## config.mk

```make
export PLATFORM = sky130hd
export DESIGN_NAME = bsc_sys_ctrl_two
export DESIGN_NICKNAME = d
export VERILOG_FILES = /design/src/bsc_pkg.sv /design/src/bsc_deglitch.sv /design/src/bsc_sys_ctrl_two.sv
export SDC_FILE = /design/constraint.sdc
export NUM_CORES = 1
export LEC_CHECK = 0
export ABC_AREA = 1
export BUFFER_PORTS_ARGS = -buffer_cell sky130_fd_sc_hd__buf_2
export CORE_ASPECT_RATIO = 1.4
export CORE_MARGIN = 1
export CORE_UTILIZATION = 43
export DETAILED_ROUTE_END_ITERATION = 8
export GPL_TIMING_DRIVEN = 0
export PLACE_DENSITY = 0.68
export SLEW_MARGIN = 20
export SYNTH_ARGS = -nofsm -noshare
export SYNTH_HDL_FRONTEND = slang
export SYNTH_SLANG_ARGS = --single-unit
```

## constraint.sdc

```tcl
create_clock -name clk -period 2.4 [get_ports clk]
set_clock_uncertainty 0.05 [all_clocks]
set_input_delay 0.36 -clock clk [delete_from_list [all_inputs] [get_ports clk]]
set_output_delay 0.36 -clock clk [all_outputs]
set_load 0.01 [all_outputs]
```

## src/bsc_pkg.sv

```systemverilog
// Package: register map, field layout, defaults and timing for system control two
// Functional notes
// - Deglitch field codes 00..11 select under 1us, 6us, 12us, 30us power-good delay.
// - Power-good output changes only after fault state holds for the selected delay.
// - Frequency field codes select 500 kHz, 750 kHz, 1 MHz, 1.25 MHz.
// - No oscillator; on-time timer length is set from the frequency field.
// - Soft-stop clear: after enable shutdown the output is left uncontrolled.
// - Soft-stop set: output target ramps linearly to zero after enable shutdown.
// - Current-limit field codes select valley limits 16,14,12,10,8.5,7,6,5 A.
// - One current-limit field drives both peak and valley thresholds.
// - Reset defaults: deglitch 11, frequency 00, soft-stop 0, current limit 001.
// - Enable pin low turns converter off and blocks register writes; reads still return the register.
package bsc_pkg;
  // ----------------------------------------
  // Register map and fields
  // ----------------------------------------
  localparam logic [7:0] REG_SYS_CTRL_TWO = 8'h02;
  localparam int DEGLITCH_HI = 7;
  localparam int DEGLITCH_LO = 6;
  localparam int FREQ_HI = 5;
  localparam int FREQ_LO = 4;
  localparam int SOFT_STOP_BIT = 3;
  localparam int ILIM_HI = 2;
  localparam int ILIM_LO = 0;

  typedef struct packed {
    logic [1:0] deglitch;
    logic [1:0] freq;
    logic soft_stop;
    logic [2:0] ilim;
  } bsc_ctrl_t;

  localparam bsc_ctrl_t CTRL_RESET = '{deglitch: 2'h3, freq: 2'h0, soft_stop: 1'h0, ilim: 3'h1};

  // ----------------------------------------
  // Timing, clock at 250 MHz
  // ----------------------------------------
  localparam int CLK_MHZ = 250;
  localparam int DG0_NS = 996;
  localparam int DG1_US = 6;
  localparam int DG2_US = 12;
  localparam int DG3_US = 30;
  // Longest time for code 00 rounds down, others are the printed delays
  localparam int DG0_CYC = DG0_NS * CLK_MHZ / 1000;
  localparam int DG1_CYC = DG1_US * CLK_MHZ;
  localparam int DG2_CYC = DG2_US * CLK_MHZ;
  localparam int DG3_CYC = DG3_US * CLK_MHZ;
  localparam int CNT_W = 13;

  // On-time scaled from switching period; one cycle per period per unit duty
  localparam int F0_KHZ = 500;
  localparam int F1_KHZ = 750;
  localparam int F2_KHZ = 1000;
  localparam int F3_KHZ = 1250;
  localparam int TON_W = 10;

  // Valley limits in tenths of an amp, peak offset above valley
  localparam int ILIM_W = 8;
  localparam logic [7:0] PEAK_OFFSET = 8'h1E;
  localparam int STOP_W = 16;
  // Soft-stop step length as a power of two, one reference step per wrap
  localparam int STEP_W = 8;
  localparam logic [7:0] VREF_FULL = 8'hFF;

  typedef struct packed {
    logic [ILIM_W-1:0] valley;
    logic [ILIM_W-1:0] peak;
  } bsc_ilim_t;
endpackage

```

## src/bsc_deglitch.sv

```systemverilog
// Power-good deglitch filter with selectable delay
`timescale 1ns/1ps
module bsc_deglitch (
  // Clock and reset
  input wire logic clk,
  input wire logic sys_rst,
  // Control
  input wire logic [1:0] sel,
  input wire logic fault,
  // Result
  output logic pg
);
  logic [bsc_pkg::CNT_W-1:0] count;

  function automatic logic [bsc_pkg::CNT_W-1:0] delay_of(input logic [1:0] code);
    case (code)
      2'h0: delay_of = bsc_pkg::CNT_W'(bsc_pkg::DG0_CYC);
      2'h1: delay_of = bsc_pkg::CNT_W'(bsc_pkg::DG1_CYC);
      2'h2: delay_of = bsc_pkg::CNT_W'(bsc_pkg::DG2_CYC);
      default: delay_of = bsc_pkg::CNT_W'(bsc_pkg::DG3_CYC);
    endcase
  endfunction

  // Any return to agreement restarts the count, so short glitches never reach the pin
  always_ff @(posedge clk) begin
    if (sys_rst) begin
      count <= '0;
    end else if (fault != pg) begin
      count <= '0;
    end else begin
      count <= count + 1'b1;
    end
  end

  // Note pg is active high meaning "good", so fault==pg means mismatch
  always_ff @(posedge clk) begin
    if (sys_rst) begin
      pg <= 1'b0;
    end else if (fault == pg && count + 1'b1 >= delay_of(sel)) begin
      pg <= ~fault;
    end
  end
endmodule

```

## src/bsc_sys_ctrl_two.sv

```systemverilog
// System control register two and the converter controls it steers
`timescale 1ns/1ps
module bsc_sys_ctrl_two (
  // Clock and reset
  input wire logic clk,
  input wire logic sys_rst,
  // Enable pin and internal enable bit
  input wire logic enable_pin,
  input wire logic enable_bit,
  // Register port from the serial interface block
  input wire logic reg_wr,
  input wire logic [7:0] reg_addr,
  input wire logic [7:0] reg_wdata,
  output logic [7:0] reg_rdata,
  // Fault comparators
  input wire logic overvoltage_fault,
  input wire logic undervoltage_fault,
  // Converter controls
  output logic power_good_output,
  output logic [bsc_pkg::TON_W-1:0] on_time_cycles,
  output bsc_pkg::bsc_ilim_t ilim,
  output logic conv_on,
  output logic discharge_active,
  output logic output_hold,
  output logic [7:0] ref_target
);
  // ----------------------------------------
  // Pin synchronisers
  // ----------------------------------------
  logic [1:0] en_sync;
  logic [1:0] ov_sync;
  logic [1:0] uv_sync;
  // Two flops keep a slow or metastable pin away from the write gate
  always_ff @(posedge clk) begin
    if (sys_rst) begin
      en_sync <= '0;
      ov_sync <= '0;
      uv_sync <= '0;
    end else begin
      en_sync <= {en_sync[0], enable_pin};
      ov_sync <= {ov_sync[0], overvoltage_fault};
      uv_sync <= {uv_sync[0], undervoltage_fault};
    end
  end
  logic pin_en;
  assign pin_en = en_sync[1];

  // ----------------------------------------
  // Register
  // ----------------------------------------
  bsc_pkg::bsc_ctrl_t ctrl;
  logic hit;
  assign hit = reg_wr && pin_en && reg_addr == bsc_pkg::REG_SYS_CTRL_TWO;

  always_ff @(posedge clk) begin
    if (sys_rst) begin
      ctrl <= bsc_pkg::CTRL_RESET;
    end else if (hit) begin
      ctrl.deglitch <= reg_wdata[bsc_pkg::DEGLITCH_HI:bsc_pkg::DEGLITCH_LO];
      ctrl.freq <= reg_wdata[bsc_pkg::FREQ_HI:bsc_pkg::FREQ_LO];
      ctrl.soft_stop <= reg_wdata[bsc_pkg::SOFT_STOP_BIT];
      ctrl.ilim <= reg_wdata[bsc_pkg::ILIM_HI:bsc_pkg::ILIM_LO];
    end
  end

  // Other addresses read as zero
  always_ff @(posedge clk) begin
    if (sys_rst) begin
      reg_rdata <= 8'h00;
    end else if (reg_addr == bsc_pkg::REG_SYS_CTRL_TWO) begin
      reg_rdata <= ctrl;
    end else begin
      reg_rdata <= 8'h00;
    end
  end

  // ----------------------------------------
  // Power good
  // ----------------------------------------
  bsc_deglitch u_deglitch (
    .clk(clk),
    .sys_rst(sys_rst),
    .sel(ctrl.deglitch),
    .fault(ov_sync[1] | uv_sync[1]),
    .pg(power_good_output)
  );

  // ----------------------------------------
  // On-time from frequency
  // ----------------------------------------
  function automatic logic [bsc_pkg::TON_W-1:0] ton_of(input logic [1:0] code);
    int khz;
    case (code)
      2'h0: khz = bsc_pkg::F0_KHZ;
      2'h1: khz = bsc_pkg::F1_KHZ;
      2'h2: khz = bsc_pkg::F2_KHZ;
      default: khz = bsc_pkg::F3_KHZ;
    endcase
    // One switching period in clock cycles; loop scales by duty elsewhere
    ton_of = bsc_pkg::TON_W'(bsc_pkg::CLK_MHZ * 1000 / khz);
  endfunction

  always_ff @(posedge clk) begin
    if (sys_rst) begin
      on_time_cycles <= ton_of(bsc_pkg::CTRL_RESET.freq);
    end else begin
      on_time_cycles <= ton_of(ctrl.freq);
    end
  end

  // ----------------------------------------
  // Current limit, one field for both thresholds
  // ----------------------------------------
  function automatic logic [bsc_pkg::ILIM_W-1:0] valley_of(input logic [2:0] code);
    case (code)
      3'h0: valley_of = 8'hA0;
      3'h1: valley_of = 8'h8C;
      3'h2: valley_of = 8'h78;
      3'h3: valley_of = 8'h64;
      3'h4: valley_of = 8'h55;
      3'h5: valley_of = 8'h46;
      3'h6: valley_of = 8'h3C;
      default: valley_of = 8'h32;
    endcase
  endfunction

  // Peak comes from the same code, so the two limits cannot drift apart
  always_ff @(posedge clk) begin
    if (sys_rst) begin
      ilim.valley <= valley_of(bsc_pkg::CTRL_RESET.ilim);
      ilim.peak <= valley_of(bsc_pkg::CTRL_RESET.ilim) + bsc_pkg::PEAK_OFFSET;
    end else begin
      ilim.valley <= valley_of(ctrl.ilim);
      ilim.peak <= valley_of(ctrl.ilim) + bsc_pkg::PEAK_OFFSET;
    end
  end

  // ----------------------------------------
  // Enable and soft stop
  // ----------------------------------------
  logic on_req;
  // Wraps once per step; a power of two keeps the step test to an AND
  logic [bsc_pkg::STEP_W-1:0] stop_cnt;
  assign on_req = pin_en & enable_bit;

  always_ff @(posedge clk) begin
    if (sys_rst) begin
      conv_on <= 1'b0;
    end else begin
      conv_on <= on_req;
    end
  end

  // Ramp down one step per slow tick for a linear discharge
  always_ff @(posedge clk) begin
    if (sys_rst) begin
      ref_target <= 8'h00;
      discharge_active <= 1'b0;
      stop_cnt <= '0;
    end else if (on_req) begin
      ref_target <= bsc_pkg::VREF_FULL;
      discharge_active <= 1'b0;
      stop_cnt <= '0;
    end else if (conv_on && ctrl.soft_stop) begin
      discharge_active <= 1'b1;
    end else if (discharge_active) begin
      stop_cnt <= stop_cnt + 1'b1;
      if (&stop_cnt) begin
        if (ref_target == 8'h00) begin
          discharge_active <= 1'b0;
        end else begin
          ref_target <= ref_target - 1'b1;
        end
      end
    end
  end

  // Soft-stop clear: output left floating, no discharge
  always_ff @(posedge clk) begin
    if (sys_rst) begin
      output_hold <= 1'b0;
    end else begin
      output_hold <= ~on_req & ~discharge_active & ~(conv_on & ctrl.soft_stop);
    end
  end
endmodule

```

==> flow_metrics.env <==
export IMPL_drv_slew=0
export IMPL_worstPathCellList="ha_4 > nand2_2 > inv_2 > nand2_4 > nor2_4 > nand4_4 > nor2_4 > nand3_2 > nor2_2 > xor2_1 > inv_1 > ha_4 > nand2_4 > nor3_2 > o21ai_1 > nand3_1 > nand2_1 > nand2_1 > nor2_1"
export IMPL_fin_crit_ns=2.53
export IMPL_p_total_mw=2.85
export IMPL_clk_path_buf_depth=2
export IMPL_outcome="complete, but fails checks"
export IMPL_numCtsBuffers=9
export IMPL_hold_viol_final=0
export IMPL_worstHoldStart="enable_pin"
export IMPL_vias_per_cell=4.83
export IMPL_setup_tns_ns=-0.128
export IMPL_start_util_pct=45.0
export IMPL_worstPathRequired_ns=2.58
export IMPL_syn_area_per_cell_um2=7.59
export IMPL_critPathLaunchType="register"
export IMPL_worst_slew_pin_slew_ns=0.545
export IMPL_critPathArrivalTime_ns=2.71
export IMPL_wire_per_inst_um=12.2
export IMPL_pin_count=69
export IMPL_drcViolationCount=0
export IMPL_coreArea_um2=8250
export IMPL_p_per_area_nw_per_um2=621
export IMPL_syn2layout_area_growth_pct=23.7
export IMPL_ys_warn_count=0
export IMPL_antenna_found_initial=0
export IMPL_fin_cells=678
export IMPL_via_count=3277
export IMPL_end_kind="register"
export IMPL_fin_crit_sh_pct=105
export IMPL_fp_dieW_um=80.5
export IMPL_wirelength_um=8270
export IMPL_syn_inst=489
export IMPL_max_cap_violations=0
export IMPL_slowest_delay_ns=0.35
export IMPL_placed_cells=659
export IMPL_worst_slack_ns=-0.128
export IMPL_slew_headroom_pct=63.3
export IMPL_dp_hpwl_um=6360
export IMPL_track_usage_pct=19.6
export IMPL_antenna_cells=0
export IMPL_hp_class="in -> reg"
export IMPL_grt_pass1_wl_um=13400
export IMPL_first_pass_iters=6
export IMPL_dieHeight_um=112
export IMPL_grt_remaining_overflow=0
export IMPL_worst_r2r_cell_count=19
export IMPL_cp_buffers_inverters=2
export IMPL_place_ws_ns=-0.262
export IMPL_crit_fanout=3
export IMPL_crit_path_top_delay_cell="dfxtp_2"
export IMPL_ys_types=37
export IMPL_clock_sinks=80
export IMPL_tritoncts="yes"
export IMPL_rr_endpoint="u_deglitch.pg"
export IMPL_hold_buffers=0
export IMPL_violations="setup timing"
export IMPL_final_cell_mix="83 x nor2_1, 78 x dfxtp_1, 74 x nand2_1"
export IMPL_layout_drive_gt1_share_pct=21.9
export IMPL_hold_depth=3
export IMPL_netlist_area_um2=3710
export IMPL_grt_max_degree=15
export IMPL_dieArea_um2=9010
export IMPL_final_common_cell="nor2_1"
export IMPL_fp_row_count=39
export IMPL_clkLatencyLatePin_ns=0.33
export IMPL_synth_seq_area_share_pct=43.2
export IMPL_nets=623
export IMPL_drtAntennaViolNets=0
export IMPL_first_iter_violations=136
export IMPL_ir_drop_uv=388
export IMPL_final_setup_viol_count=1
export IMPL_synth_seq_cells=80
export IMPL_whs_endpoint="en_sync[0]"
export IMPL_crit_start="u_deglitch.count[0]"
export IMPL_io_buffers=67
export IMPL_r2r_slack_ns=-0.13
export IMPL_max_freq_mhz=396
export IMPL_htreeDepth=3
export IMPL_criticalPathCategory="reg -> reg"
export IMPL_p_leak_nw=2.22
export IMPL_grt_setup_unrepaired="yes"
export IMPL_grt_pass1_vias=3062
export IMPL_reg2reg_from="u_deglitch.count[0]"
export IMPL_place_congestion=0.948
export IMPL_root_buffer="clkbuf_16"
export IMPL_crit_family="simple AND/OR/NAND/NOR gates"
export IMPL_clkTransAtPathRegs_ns=0.06
export IMPL_final_util_pct=55.6
-- logic make-up after synthesis --
group / share of synthesized area, %
fa+ha+maj: 9.78
buf+inv: 8.70
xor+xnor: 2.12
flops: 43.2
compound gates: 8.43
simple gates: 27.7
other cells: 0.101
-- timing repair --
action                     in CTS  in global routing
setup endpoints to repair       1                  3
hold endpoints to repair        0                  0
resized for setup               9                  8
setup buffers                   3                  0
pin swaps                      10                  6
-- Yosys cell counts (all sizes together) --
library cell / number / share of area (%)
a211oi: 5 / 1.0
nor4: 2 / 0.34
a21oi: 20 / 2.7
a31oi: 3 / 0.51
dfxtp: 80 / 43
ha: 29 / 9.8
o22ai: 1 / 0.17
nand3b: 3 / 0.61
nand2: 80 / 8.4
and2: 1 / 0.17
buf: 3 / 0.44
nor3: 14 / 2.2
o21ai: 24 / 3.2
and3: 1 / 0.17
o211ai: 3 / 0.61
nor2: 94 / 11
conb: 1 / 0.10
xor2: 6 / 1.4
clkinv: 1 / 0.10
o31ai: 1 / 0.20
nand3: 22 / 3.0
inv: 76 / 7.8
xnor2: 3 / 0.71
nand4: 9 / 1.9
clkbuf: 4 / 0.40
or2: 3 / 0.51
-- report_power, final --
| group | total [mW] | leakage [nW] | internal, mW | switching, mW |
|---|---|---|---|---|
| clock network | 1.38 | 0.145 | 0.837 | 0.544 |
| registers | 1.36 | 0.649 | 1.34 | 0.0112 |
| logic | 0.111 | 1.43 | 0.0448 | 0.0664 |
-- layer usage --
layer	vias up	part of all wire [%]	track usage [%]
li1	1710	-	-
met1	1490	42	21.0
met2	60	53	35.5
met3	17	2.9	4.26
met4	0	2.2	8.93
met5	-	0	0
-- registers in the layout, summed over array words and instances, names as in the netlist, 8 cells and up --
register,flops
reg_rdata,8
stop_cnt,8
ilim,15
u_deglitch.count,13
on_time_cycles,10
ref_target,8
ctrl,8
-- worst register-to-register path: cells and delay by family (launching register included) --
kind	cells	cell delay [ns]
and+or+nand+nor	13	1.15
adders and majority gates	2	0.43
DFF	1	0.35
xor gates and xnor gates	1	0.18
buffers and inverters	2	0.16
AOI/OAI and AO/OA	1	0.09
-- worst max-delay path by stage --
stage,slack (ns),endpoint,depth (start not counted)
6_report,-0.13,u_deglitch.pg,19
5_1_grt,-0.35,u_deglitch.pg,19
4_1_cts,-0.17,u_deglitch.pg,19
3_5_place_dp,-0.26,u_deglitch.pg,19
3_3_place_gp,-0.25,u_deglitch.pg,19
2_1_floorplan,0.04,u_deglitch.pg,19
-- cell type report --
type,count,area (um^2)
clock buffer,10,239
tap,102,128
fill,794,3660
buffer,7,31.3
clock inverter,6,67.6
inverter,77,292
timing repair buffer,70,358
sequential,80,1600
multi-input combinational,326,1870
-- through the flow --
step           area, um^2  hold WS [ns]
2_1_floorplan        3730         0.338
3_3_place_gp         4190         0.339
3_5_place_dp         4190         0.343
4_1_cts              4550         0.171
5_1_grt              4590         0.168
6_report             4590         0.177
(Power assumes the default switching activity.)
